--- src/design/psr_mul_pkg.sv ---
// constants and types for the status transfer and multiply execution block
package psr_mul_pkg;
   localparam int WORD_W = 32;
   localparam int N_BIT = 31;
   localparam int Z_BIT = 30;
   localparam int C_BIT = 29;
   localparam int V_BIT = 28;
   localparam int FLAG_HI = 31;
   localparam int FLAG_LO = 28;
   localparam int MODE_W = 5;
   localparam logic [4:0] MODE_USER = 5'h10;
   localparam logic [4:0] MODE_FIQ = 5'h11;
   localparam logic [4:0] MODE_IRQ = 5'h12;
   localparam logic [4:0] MODE_SVC = 5'h13;
   localparam logic [4:0] MODE_ABT = 5'h17;
   localparam logic [4:0] MODE_UND = 5'h1b;
   localparam int SAVED_SLOTS = 5;
   localparam int SLOT_W = 3;
   localparam logic [2:0] SLOT_NONE = 3'h7;
   localparam logic [31:0] CUR_RESET = 32'h0000_00d3;
   localparam logic [31:0] SAVED_RESET = 32'h0000_0000;
   localparam int MUL_MAX_CYC = 16;
   localparam int CYC_W = 5;

   typedef enum logic [1:0] {
      OP_STATUS_READ = 2'h0,
      OP_STATUS_WRITE = 2'h1,
      OP_MULTIPLY = 2'h2,
      OP_MULTIPLY_ACC = 2'h3
   } op_kind_t;

   typedef enum logic [3:0] {
      C_EQ = 4'h0, C_NE = 4'h1, C_CS = 4'h2, C_CC = 4'h3,
      C_MI = 4'h4, C_PL = 4'h5, C_VS = 4'h6, C_VC = 4'h7,
      C_HI = 4'h8, C_LS = 4'h9, C_GE = 4'ha, C_LT = 4'hb,
      C_GT = 4'hc, C_LE = 4'hd, C_AL = 4'he, C_NV = 4'hf
   } cond_t;

   typedef enum logic [1:0] {
      ST_IDLE = 2'b01,
      ST_MUL = 2'b10
   } state_t;
endpackage : psr_mul_pkg
--- src/design/psr_mul_exec.sv ---
// status word transfer and booth multiply execution unit
`timescale 1ns/10ps
// Operation
// RULE1: register flag write copies top four bits only
// RULE2: immediate flag write loads its top four bits
// RULE3: plain and whole selectors equal; flag selector restricts
// RULE4: user whole write changes only flag bits
// RULE5: privileged whole write replaces all 32 bits
// RULE6: status read copies all 32 bits out
// RULE7: saved writes go to current mode's slot
// RULE8: software never uses program counter here
// RULE9: radix-4 booth multiply, low 32 bits only
// RULE10: plain multiply ignores accumulate register
// RULE11: accumulate form adds accumulate register value
// RULE12: one datapath serves signed and unsigned
// RULE13: software avoids dest equal first source
// RULE14: any other register combination works correctly
// RULE15: flags change only when set-flags bit set
// RULE16: negative is bit 31, zero on zero result
// RULE17: carry unspecified, overflow kept
// RULE18: multiply costs one plus m internal cycles
// RULE19: multiplier range sets m internal cycles
// RULE20: values 0,1 take one; large take sixteen
// RULE21: failed condition means no effect at all
// RULE22: software never touches saved word in user
// RULE23: software preserves reserved bits on writes
// RULE24: commit product and flags after last cycle
module psr_mul_exec
(
   // clock and reset
   input wire logic clk,
   input wire logic arst_n,
   // instruction request
   input wire logic op_valid,
   input wire psr_mul_pkg::op_kind_t op_kind,
   input wire logic [3:0] cond,
   input wire logic set_flags,
   input wire logic saved_sel,
   input wire logic flag_only,
   // operands from the register bank (operand_val is first_source_reg or an expanded immediate)
   input wire logic [31:0] operand_val,
   input wire logic [31:0] multiplier_val,
   input wire logic [31:0] accumulate_val,
   // answer
   output logic busy,
   output logic done,
   output logic result_we,
   output logic [31:0] result,
   output logic [31:0] current_status_word
);

   logic [31:0] cur_r;
   logic [31:0] saved_r [psr_mul_pkg::SAVED_SLOTS];
   psr_mul_pkg::state_t state_r;
   logic busy_r;
   logic done_r;
   logic result_we_r;
   logic [31:0] result_r;
   logic [31:0] acc_r;
   logic [31:0] mcand_r;
   logic [32:0] mplier_r;
   logic [4:0] step_r;
   logic [4:0] steps_r;
   logic set_flags_r;
   logic accept;
   logic cond_ok;
   logic [2:0] slot;
   logic last_step;
   logic [31:0] pp;
   logic [31:0] booth_sum;

   function automatic logic cond_pass(input logic [3:0] c, input logic [31:0] w);
      logic n;
      logic z;
      logic cy;
      logic v;
      logic r;
      n = w[psr_mul_pkg::N_BIT];
      z = w[psr_mul_pkg::Z_BIT];
      cy = w[psr_mul_pkg::C_BIT];
      v = w[psr_mul_pkg::V_BIT];
      unique case (psr_mul_pkg::cond_t'(c))
         psr_mul_pkg::C_EQ: r = z;
         psr_mul_pkg::C_NE: r = !z;
         psr_mul_pkg::C_CS: r = cy;
         psr_mul_pkg::C_CC: r = !cy;
         psr_mul_pkg::C_MI: r = n;
         psr_mul_pkg::C_PL: r = !n;
         psr_mul_pkg::C_VS: r = v;
         psr_mul_pkg::C_VC: r = !v;
         psr_mul_pkg::C_HI: r = cy && !z;
         psr_mul_pkg::C_LS: r = !cy || z;
         psr_mul_pkg::C_GE: r = (n == v);
         psr_mul_pkg::C_LT: r = (n != v);
         psr_mul_pkg::C_GT: r = !z && (n == v);
         psr_mul_pkg::C_LE: r = z || (n != v);
         psr_mul_pkg::C_AL: r = 1'b1;
         psr_mul_pkg::C_NV: r = 1'b0;
      endcase
      return r;
   endfunction : cond_pass

   // saved word slot for a mode; user and unknown modes own none
   function automatic logic [2:0] mode_slot(input logic [4:0] m);
      logic [2:0] s;
      unique case (m)
         psr_mul_pkg::MODE_FIQ: s = 3'h0;
         psr_mul_pkg::MODE_IRQ: s = 3'h1;
         psr_mul_pkg::MODE_SVC: s = 3'h2;
         psr_mul_pkg::MODE_ABT: s = 3'h3;
         psr_mul_pkg::MODE_UND: s = 3'h4;
         default: s = psr_mul_pkg::SLOT_NONE;
      endcase
      return s;
   endfunction : mode_slot

   // internal cycles from the highest set multiplier bit
   function automatic logic [4:0] mul_cycles(input logic [31:0] b);
      int hi;
      int m;
      hi = -1;
      for (int i = 0; i < psr_mul_pkg::WORD_W; i++)
      begin
         if (b[i])
            hi = i;
      end
      m = (hi < 0) ? 1 : (hi + 3) / 2;
      if (m > psr_mul_pkg::MUL_MAX_CYC)
         m = psr_mul_pkg::MUL_MAX_CYC;
      return m[4:0];
   endfunction : mul_cycles

   assign accept = op_valid && !busy_r;
   assign cond_ok = cond_pass(cond, cur_r);
   assign slot = mode_slot(cur_r[psr_mul_pkg::MODE_W-1:0]);
   assign last_step = (step_r == steps_r - 5'h01);

   // booth digit from three multiplier bits; no sign control needed [RULE9] [RULE12]
   always_comb
   begin
      pp = 32'h0000_0000;
      unique case (mplier_r[2:0])
         3'b001, 3'b010: pp = mcand_r;
         3'b011: pp = {mcand_r[30:0], 1'b0};
         3'b100: pp = -{mcand_r[30:0], 1'b0};
         3'b101, 3'b110: pp = -mcand_r;
         default: pp = 32'h0000_0000;
      endcase
   end
   assign booth_sum = acc_r + pp;

   // sequencer: busy for exactly m internal cycles after the accept edge [RULE18] [RULE19] [RULE20]
   always_ff @(posedge clk or negedge arst_n)
   begin
      if (!arst_n)
      begin
         state_r <= psr_mul_pkg::ST_IDLE;
         busy_r <= 1'b0;
         step_r <= 5'h00;
         steps_r <= 5'h01;
      end
      else
      begin
         unique case (state_r)
            psr_mul_pkg::ST_IDLE:
            begin
               if (accept && cond_ok && op_kind[1])
               begin
                  state_r <= psr_mul_pkg::ST_MUL;
                  busy_r <= 1'b1;
                  step_r <= 5'h00;
                  steps_r <= mul_cycles(multiplier_val);
               end
            end
            psr_mul_pkg::ST_MUL:
            begin
               step_r <= step_r + 5'h01;
               if (last_step)
               begin
                  state_r <= psr_mul_pkg::ST_IDLE;
                  busy_r <= 1'b0;
               end
            end
         endcase
      end
   end

   // booth datapath; operands are latched so dest may alias any source [RULE14]
   always_ff @(posedge clk or negedge arst_n)
   begin
      if (!arst_n)
      begin
         acc_r <= 32'h0000_0000;
         mcand_r <= 32'h0000_0000;
         mplier_r <= 33'h0_0000_0000;
         set_flags_r <= 1'b0;
      end
      else if (accept && op_kind[1])
      begin
         // plain form starts from zero, accumulate form from its register [RULE10] [RULE11]
         acc_r <= (op_kind == psr_mul_pkg::OP_MULTIPLY_ACC) ? accumulate_val : 32'h0000_0000;
         mcand_r <= operand_val;
         mplier_r <= {multiplier_val, 1'b0};
         set_flags_r <= set_flags;
      end
      else if (state_r == psr_mul_pkg::ST_MUL)
      begin
         acc_r <= booth_sum;
         mcand_r <= {mcand_r[29:0], 2'b00};
         mplier_r <= {2'b00, mplier_r[32:2]};
      end
   end

   // answer registers; a failed condition still answers, with no write [RULE21]
   always_ff @(posedge clk or negedge arst_n)
   begin
      if (!arst_n)
      begin
         done_r <= 1'b0;
         result_we_r <= 1'b0;
         result_r <= 32'h0000_0000;
      end
      else
      begin
         done_r <= 1'b0;
         result_we_r <= 1'b0;
         if (state_r == psr_mul_pkg::ST_MUL && last_step)
         begin
            done_r <= 1'b1;
            result_we_r <= 1'b1;
            result_r <= booth_sum; // [RULE24]
         end
         else if (accept && !(cond_ok && op_kind[1]))
         begin
            done_r <= 1'b1;
            if (cond_ok && op_kind == psr_mul_pkg::OP_STATUS_READ)
            begin
               result_we_r <= 1'b1;
               // user mode has no saved word: reads as zero
               result_r <= !saved_sel ? cur_r :
                  (slot == psr_mul_pkg::SLOT_NONE) ? 32'h0000_0000 : saved_r[slot]; // [RULE6]
            end
         end
      end
   end

   // current status word: transfers and multiply flag updates
   always_ff @(posedge clk or negedge arst_n)
   begin
      if (!arst_n)
         cur_r <= psr_mul_pkg::CUR_RESET;
      else if (state_r == psr_mul_pkg::ST_MUL && last_step && set_flags_r) // [RULE15]
      begin
         // carry left as it was, which is one allowed meaningless value [RULE17]
         cur_r[psr_mul_pkg::N_BIT] <= booth_sum[31]; // [RULE16]
         cur_r[psr_mul_pkg::Z_BIT] <= (booth_sum == 32'h0000_0000); // [RULE16]
      end
      else if (accept && cond_ok && op_kind == psr_mul_pkg::OP_STATUS_WRITE && !saved_sel)
      begin
         if (flag_only || cur_r[psr_mul_pkg::MODE_W-1:0] == psr_mul_pkg::MODE_USER)
            cur_r[psr_mul_pkg::FLAG_HI:psr_mul_pkg::FLAG_LO] <=
               operand_val[psr_mul_pkg::FLAG_HI:psr_mul_pkg::FLAG_LO]; // [RULE1] [RULE2] [RULE4]
         else
            cur_r <= operand_val; // [RULE3] [RULE5]
      end
   end

   // saved status words, one per privileged mode; writes in user mode are dropped
   generate
      for (genvar g = 0; g < psr_mul_pkg::SAVED_SLOTS; g++)
      begin : g_saved
         always_ff @(posedge clk or negedge arst_n)
         begin
            if (!arst_n)
               saved_r[g] <= psr_mul_pkg::SAVED_RESET;
            else if (accept && cond_ok && op_kind == psr_mul_pkg::OP_STATUS_WRITE && saved_sel
                     && slot == 3'(g)) // [RULE7]
            begin
               if (flag_only)
                  saved_r[g][psr_mul_pkg::FLAG_HI:psr_mul_pkg::FLAG_LO] <=
                     operand_val[psr_mul_pkg::FLAG_HI:psr_mul_pkg::FLAG_LO]; // [RULE3]
               else
                  saved_r[g] <= operand_val; // [RULE7]
            end
         end
      end
   endgenerate

   assign busy = busy_r;
   assign done = done_r;
   assign result_we = result_we_r;
   assign result = result_r;
   assign current_status_word = cur_r;

   // checking helpers: operands and expected cycle count of the running multiply
   logic [31:0] chk_a_r;
   logic [31:0] chk_b_r;
   logic [31:0] chk_c_r;
   logic [4:0] chk_m_r;
   logic [4:0] chk_cnt_r;
   logic chk_mul_r;
   logic [31:0] chk_cur_r;
   always_ff @(posedge clk or negedge arst_n)
   begin
      if (!arst_n)
      begin
         chk_a_r <= 32'h0000_0000;
         chk_b_r <= 32'h0000_0000;
         chk_c_r <= 32'h0000_0000;
         chk_m_r <= 5'h00;
         chk_cnt_r <= 5'h00;
         chk_mul_r <= 1'b0;
         chk_cur_r <= 32'h0000_0000;
      end
      else if (accept)
      begin
         chk_a_r <= operand_val;
         chk_b_r <= multiplier_val;
         chk_c_r <= (op_kind == psr_mul_pkg::OP_MULTIPLY_ACC) ? accumulate_val : 32'h0000_0000;
         chk_m_r <= mul_cycles(multiplier_val);
         chk_cnt_r <= 5'h00;
         chk_mul_r <= cond_ok && op_kind[1];
         chk_cur_r <= cur_r;
      end
      else if (state_r == psr_mul_pkg::ST_MUL)
         chk_cnt_r <= chk_cnt_r + 5'h01;
   end

   flag_write_a: assert property (@(posedge clk) disable iff (!arst_n) // [RULE1]
      accept && cond_ok && op_kind == psr_mul_pkg::OP_STATUS_WRITE && !saved_sel && flag_only
      |=> cur_r[31:28] == $past(operand_val[31:28]) && cur_r[27:0] == $past(cur_r[27:0]))
      else $error("flag-only write disturbed control bits");
   user_protect_a: assert property (@(posedge clk) disable iff (!arst_n) // [RULE4]
      accept && cond_ok && op_kind == psr_mul_pkg::OP_STATUS_WRITE && !saved_sel
      && cur_r[4:0] == psr_mul_pkg::MODE_USER
      |=> cur_r[27:0] == $past(cur_r[27:0]))
      else $error("user mode changed control bits");
   priv_whole_a: assert property (@(posedge clk) disable iff (!arst_n) // [RULE5]
      accept && cond_ok && op_kind == psr_mul_pkg::OP_STATUS_WRITE && !saved_sel && !flag_only
      && cur_r[4:0] != psr_mul_pkg::MODE_USER
      |=> cur_r == $past(operand_val))
      else $error("privileged whole write not taken");
   read_copy_a: assert property (@(posedge clk) disable iff (!arst_n) // [RULE6]
      accept && cond_ok && op_kind == psr_mul_pkg::OP_STATUS_READ && !saved_sel
      |=> done_r && result_we_r && result_r == $past(cur_r))
      else $error("status read returned wrong word");
   saved_write_a: assert property (@(posedge clk) disable iff (!arst_n) // [RULE7]
      accept && cond_ok && op_kind == psr_mul_pkg::OP_STATUS_WRITE && saved_sel && !flag_only
      && slot != psr_mul_pkg::SLOT_NONE
      |=> saved_r[$past(slot)] == $past(operand_val) && cur_r == $past(cur_r))
      else $error("saved word write went astray");
   mul_value_a: assert property (@(posedge clk) disable iff (!arst_n) // [RULE11]
      done_r && chk_mul_r |-> result_we_r && result_r == 32'(chk_a_r * chk_b_r + chk_c_r))
      else $error("multiply result wrong");
   mul_cycles_a: assert property (@(posedge clk) disable iff (!arst_n) // [RULE19]
      done_r && chk_mul_r |-> chk_cnt_r == chk_m_r && !busy_r)
      else $error("multiply took wrong cycle count");
   mul_flags_a: assert property (@(posedge clk) disable iff (!arst_n) // [RULE16]
      done_r && chk_mul_r && set_flags_r
      |-> cur_r[31] == result_r[31] && cur_r[30] == (result_r == 32'h0000_0000)
      && cur_r[28] == chk_cur_r[28])
      else $error("multiply flags wrong");
   mul_noflag_a: assert property (@(posedge clk) disable iff (!arst_n) // [RULE15]
      done_r && chk_mul_r && !set_flags_r |-> cur_r == chk_cur_r)
      else $error("multiply changed flags without request");
   cond_skip_a: assert property (@(posedge clk) disable iff (!arst_n) // [RULE21]
      accept && !cond_ok |=> done_r && !result_we_r && !busy_r && cur_r == $past(cur_r))
      else $error("failed condition had an effect");

endmodule : psr_mul_exec

--- config.mk ---
export PLATFORM = sky130hd
export DESIGN_NAME = psr_mul_exec
export DESIGN_NICKNAME = d
export VERILOG_FILES = /design/src/design/psr_mul_pkg.sv /design/src/design/psr_mul_exec.sv
export SDC_FILE = /design/constraint.sdc
export NUM_CORES = 1
export LEC_CHECK = 0
export ABC_CLOCK_PERIOD_IN_PS = 8300
export BUFFER_PORTS_ARGS = -buffer_cell sky130_fd_sc_hd__buf_4
export CORE_MARGIN = 1
export CORE_UTILIZATION = 35
export DETAILED_ROUTE_END_ITERATION = 6
export PLACE_DENSITY = 0.6
export SLEW_MARGIN = 20
export SYNTH_ARGS = -nofsm -noshare
export SYNTH_HDL_FRONTEND = slang
export SYNTH_SLANG_ARGS = --single-unit
--- constraint.sdc ---
create_clock -name clk -period 8.3 [get_ports clk]
set_input_delay 0.415 -clock clk [delete_from_list [all_inputs] [get_ports clk]]
set_output_delay 0.415 -clock clk [all_outputs]
set_load 0.02 [all_outputs]
* Yosys cells after proc, flatten, opt, wreduce, memory -nomap -nowiden *
Cells that the tools add are included.

word-level totals
  register bits = 337
  word-level logic and storage cells = 199

cells by class
  add/subtract/negate cells = 7
  magnitude comparators = 3
  equality and inequality tests = 41
  muxes and demuxes = 70
  bitwise logic cells = 5
  reductions and logical operators = 49

operators by type and width
  operator                                                               number
  32-bit two-way mux                                                     48
  32-bit case mux with 4 select lines                                    1
  32-bit binary-select mux with 3-bit select                             1
  33-bit two-way mux                                                     2
  32-bit negation                                                        2
  32-bit by 1-bit adder with 32-bit output                               1
  32-bit by 3-bit adder with 32-bit output, second input constant        1
  32-bit adder                                                           1
  4-bit equality test, second input constant                             8
  32-bit by 6-bit > comparator with 1-bit output, second input constant  1
  32-bit logical NOT                                                     1
  32-bit by 1-bit < comparator with 1-bit output, second input constant  1
  5-bit equality test, second input constant                             6
  28-bit two-way mux                                                     1
  1-bit logical AND                                                      19
  2-bit AND reduction                                                    9
  4-bit by 3-bit equality test with 1-bit output, second input constant  4
  1-bit case mux with 16 select lines                                    1
  3-bit equality test, second input constant                             5
  3-bit case mux with 5 select lines                                     1
  3-bit by 2-bit equality test with 1-bit output, second input constant  4
  5-bit two-way mux                                                      2
  5-bit case mux with 2 select lines                                     1
  4-bit by 2-bit equality test with 1-bit output, second input constant  2
  26 further kinds                                                       52

* Depth between registers and ports, before layout *
  depth after elaboration = 40
  gate-level depth with buffers = 22

* Worst setup path before layout *
OpenSTA, ideal clock, no wires.

  path type = register to register
  start point = reg mcand_r[6]
  end point = reg cur_r[30] (netlist: current_status_word[30])
  arrival = 5.379 ns
  data required time = 8.236 ns
  setup slack = 2.857 ns
  cell stages (with the launch flop) = 22
  path buffers = 1
  cell sequence = dfrtp_1 -> buf_6 -> or4_4 -> nand4bb_4 -> or4_4 -> or3_4 -> or3_4 -> nand2_1 -> xor2_1 -> nor2_1 -> a221o_1 -> ha_1 -> and3_1 -> a221oi_1 -> o21ai_0 -> a2111oi_0 -> nor2_1 -> xor2_1 -> or3_1 -> nor4_1 -> and4_1 -> a21o_1

between the ends
  cells in the longest elaborated chain, start to end = 5
  elaborated cells on any way between the ends = 6
  classes of those cells = 3 x add/sub; 2 x mux; 1 x reduce/logical

ends and longest elaborated chain
  element                                  RTL line                                  RTL
  from (decl)                              psr_mul_exec.sv:60                        logic [31:0] mcand_r;
  from (signal assigned)                   psr_mul_exec.sv:202                       mcand_r <= operand_val;
  from (signal assigned)                   psr_mul_exec.sv:209                       mcand_r <= {mcand_r[29:0], 2'b00};
  32-bit negation (on tied branches)       psr_mul_exec.sv:146, psr_mul_exec.sv:145
  32-bit case mux with 4 select lines (*)  psr_mul_exec.sv:142                       unique case (mplier_r[2:0])
  32-bit adder (*)                         psr_mul_exec.sv:150                       assign booth_sum = acc_r + pp;
  32-bit logical NOT (*)                   psr_mul_exec.sv:256                       cur_r[psr_mul_pkg::Z_BIT] <= (booth_sum == 32'h0000_0000);
  2-bit two-way mux (*)                    psr_mul_exec.sv:252                       else if (state_r == psr_mul_pkg::ST_MUL && last_step && set_flags_r)
  to (signal assigned)                     psr_mul_exec.sv:251                       cur_r <= psr_mul_pkg::CUR_RESET;
  to (signal, indexed assignment)          psr_mul_exec.sv:255                       cur_r[psr_mul_pkg::N_BIT] <= booth_sum[31];
  to (signal, indexed assignment)          psr_mul_exec.sv:256
  to (decl)                                psr_mul_exec.sv:52                        logic [31:0] cur_r;

Every way passes the cells marked *; elsewhere a longest branch is shown, timed or not.
A chain may end at the register's enable or synchronous reset.

* Final worst setup path *
Same ends and word-level chain as after synthesis.

==> flow_summary_export.csv <==
group,metric,value,unit
placed_design,portBuffers,174,
floorplan,die_y,237,um
run_status,status,"complete, no violations",
cts,post_cts_resized,0,
timing,period_share,73.2,%
cts,clock_latency,0.59,ns
cts,cts.sinks,336,
cts,cts_tree,"yes",
logic_synthesis,synth-main-ff-cell,"dfrtp_1",
detailed_routing,wl_per_cell,21.7,um
detailed_routing,drc,0,
logic_synthesis,synthArstFlopShare,100,%
cts,path_clk_slew,0.05,ns
cts,htreeDepth,2,
worst_setup_path,crit_fanout,8,
worst_setup_path,r2r_slack,2.22,ns
power,irDropWorstVdd,0.134,mV
timing,rsz0062_at_grt,"no",
detailed_routing,avgViaCountPerCell,5.81,
detailed_routing,postRouteAntennaNets,0,
worst_setup_path,critPathLaunch,"mcand_r[6]",
global_routing,grt_remaining_overflow,0,
logic_synthesis,synth.distinct_cells,85,
run,maxCapViolCount,0,
floorplan,design.die.area,0.0562,sq mm
worst_setup_path,rr_endpoint,"current_status_word[30]",
cts,cts_max_path_buffers,3,
detailed_routing,drt_iter0_markers,1089,
timing,worst_pin_slew,1.08,ns
logic_synthesis,synth_top_area_share,42.6,%
timing,maxSlewViolCount,0,
worst_setup_path,worstSetupPathType,"register to register",
hold_path,min_path_type,"primary input to register",
worst_setup_path,crit_end,"current_status_word[30]",
detailed_routing,num_vias,16700,
worst_setup_path,reg2reg_depth,20,
logic_synthesis,synth.ff_latch_count,336,
timing,tns,0,ns
logic_synthesis,synth.avg_cell_area,9.36,sq um
timing,finalCriticalPeriod,6.08,ns
power,combPwrFrac,44.2,%
floorplan,core_area,0.0542,sq mm
global_routing,grt_pass1_vias,16400,
global_routing,grt_use_total,22.3,%
logic_synthesis,yosysWarningCount,0,
timing,finClkSkew,0.0245,ns
logic_synthesis,synth_cells,2066,
cts,cts_root_buffer,"clkbuf_16",
floorplan,start_util,35.7,%
power,seq_power_share,31.8,%
detailed_routing,dr.pass1.iters,6,
power,p_clk_share,24.0,%
placed_design,globalplace.congestion,0.888,
logic_synthesis,synthTopCellsByArea,"dfrtp_1, mux2_2, nand2_1, mux2_1, o21ai_0",
finish,layout-drive-gt1-share,19.8,%
worst_setup_path,worstPathArrival,6.59,ns
timing,worst_hold_slack,0.0507,ns
power,leakage,10.4,nW
finish,area_growth,16.0,%
worst_setup_path,rr_startpoint,"mcand_r[6]",
logic_synthesis,synth_edf_count,0,
finish,mostFrequentLayoutCells,"dfrtp_1, nand2_1, buf_4",
timing,relSlewSlack,27.4,%
logic_synthesis,synth.largest_area_cell,"dfrtp_1",
worst_setup_path,worstPathRequired,8.81,ns
global_routing,grt_max_degree,167,
timing,setup_slack,2.22,ns
floorplan,die_w,237,um
logic_synthesis,netlist_area,0.0193,sq mm
finish,nets,2311,
floorplan,io_pins,175,
timing,fmax,165,MHz
worst_setup_path,end_kind,"register",
worst_setup_path,start_kind,"register",
detailed_routing,finalWirelength,62600,um
timing,setup_viol,0,
global_routing,antenna_found_initial,3,
power,netSwitchingPower,3.01,mW
power,power.internal,4.11,mW
global_routing,grt_pass1_wl,98500,um
placed_design,post-dp-hpwl,43500,um
finish,mostFrequentLayoutCell,"dfrtp_1",
placed_design,pre_cts_ws,2.21,ns
logic_synthesis,synth_fp_nets,2218,
power,switching_share,42.3,%
power,powerDensity,318,mW/mm^2
logic_synthesis,seq_area_frac_synth,43.5,%
cts,cts_buffers,40,
floorplan,row_count,85,
timing,hold_violations,0,
==> cell families after synthesis <==
| family | share of synthesized area, % |
|---|---|
| xor+xnor | 3.21 |
| flops | 43.5 |
| mux | 11.4 |
| fa+ha+maj | 2.88 |
| buf+inv | 3.83 |
| simple gates | 16.3 |
| compound gates | 18.8 |
==> power by group through the flow <==
stage / clock network, mW / logic [mW] / registers [mW]
final: 1.71 / 3.15 / 2.27
after global routing: 1.82 / 3.45 / 2.30
after CTS: 1.75 / 3.11 / 2.26
after detailed placement: 0 / 3.10 / 2.28
after global placement: 0 / 3.07 / 2.28
after floorplan: 0 / 2.13 / 2.21
==> Yosys cell counts (8+ instances only) <==
library cell	number
a211oi_1	14
a21o_1	17
a21oi_1	101
a221o_1	17
a221oi_1	8
a22oi_1	50
a31oi_1	58
and3_1	8
buf_1	12
clkbuf_1	122
dfrtp_1	329
ha_1	43
inv_1	39
mux2_1	60
mux2_2	131
nand2_1	300
nand2b_1	9
nand3_1	38
nand4_1	15
nor2_1	151
nor2b_1	12
nor3_1	36
nor4_1	18
o211ai_1	12
o21ai_0	125
o22ai_1	66
o311ai_0	31
or2_2	10
or3_1	20
xnor2_1	35
xor2_1	36
==> through the flow <==
stage | util (%) | std cells | instance area, sq um | power, mW
global placement | 39.0 | 2812 | 21200 | 5.35
finish | 41.4 | 2883 | 22400 | 7.13
floorplan | - | 2066 | 19300 | 4.33
global route | 41.4 | 2882 | 22400 | 7.57
detailed placement | 39.0 | 2812 | 21200 | 5.38
CTS | 41.4 | 2882 | 22400 | 7.13
==> how the worst min path moves through the flow <==
| stage | startpoint | endpoint | slack (ns) | cells past startpoint |
|---|---|---|---|---|
| final | set_flags | set_flags_r | 0.05 | 3 |
| after floorplan | arst_n | acc_r[0] | 0.12 | 0 |
| after global placement | saved_r[54] | saved_r[54] | 0.47 | 1 |
| after global routing | set_flags | set_flags_r | 0.07 | 3 |
| after detailed placement | saved_r[87] | saved_r[87] | 0.48 | 1 |
| after CTS | set_flags | set_flags_r | 0.03 | 3 |
==> layout make-up <==
type	instances	area (sq um)
tap	696	871
antenna	1	2.50
inverter	40	150
clock inverter	7	115
timing repair buffer	199	1520
clock buffer	62	1140
sequential	336	8420
multi-input combinational	1542	10200
fill	5298	31800
==> critical path, cell delays in order, from the launching register on <==
cell and delay (ns):
dfrtp_1 0.45, or4_4 0.57, nand4bb_4 0.22, or4_4 0.45
or3_4 0.36, or3_4 0.35, nand2_1 0.09, xor2_1 0.15
nor2_1 0.05, a221o_1 0.30, ha_1 0.33, and3_1 0.23
a221oi_1 0.29, o21ai_0 0.18, a2111oi_0 0.60, nor2_1 0.22
xor2_1 0.22, or3_1 0.39, nor4_1 0.20, and4_1 0.24
a21o_1 0.11
==> layer usage <==
| layer | share of wire (%) | GRT usage (%) | up-vias |
|---|---|---|---|
| li1 | - | - | 7748 |
| met1 | 47 | 32.4 | 8372 |
| met2 | 46 | 34.9 | 541 |
| met3 | 6.1 | 3.47 | 79 |
| met4 | 1.8 | 4.67 | 2 |
| met5 | 0.027 | 0 | - |
==> flip-flops by register name, indices dropped and copies added (netlist names) <==
signal and flops:
state_r 2, mcand_r 32, set_flags_r 1, saved_r 160, result_we 1, result 32
acc_r 32, current_status_word 32, steps_r 5, done 1, mplier_r 33, step_r 5
==> what timing repair did <==
| item | in CTS | in global routing |
|---|---|---|
| endpoints found under the hold margin | 95 | 0 |
| setup endpoints to repair | 0 | 0 |
| hold buffers | 1 | 0 |
| buffers inserted | 0 | 0 |
(Power assumes the default switching activity.)
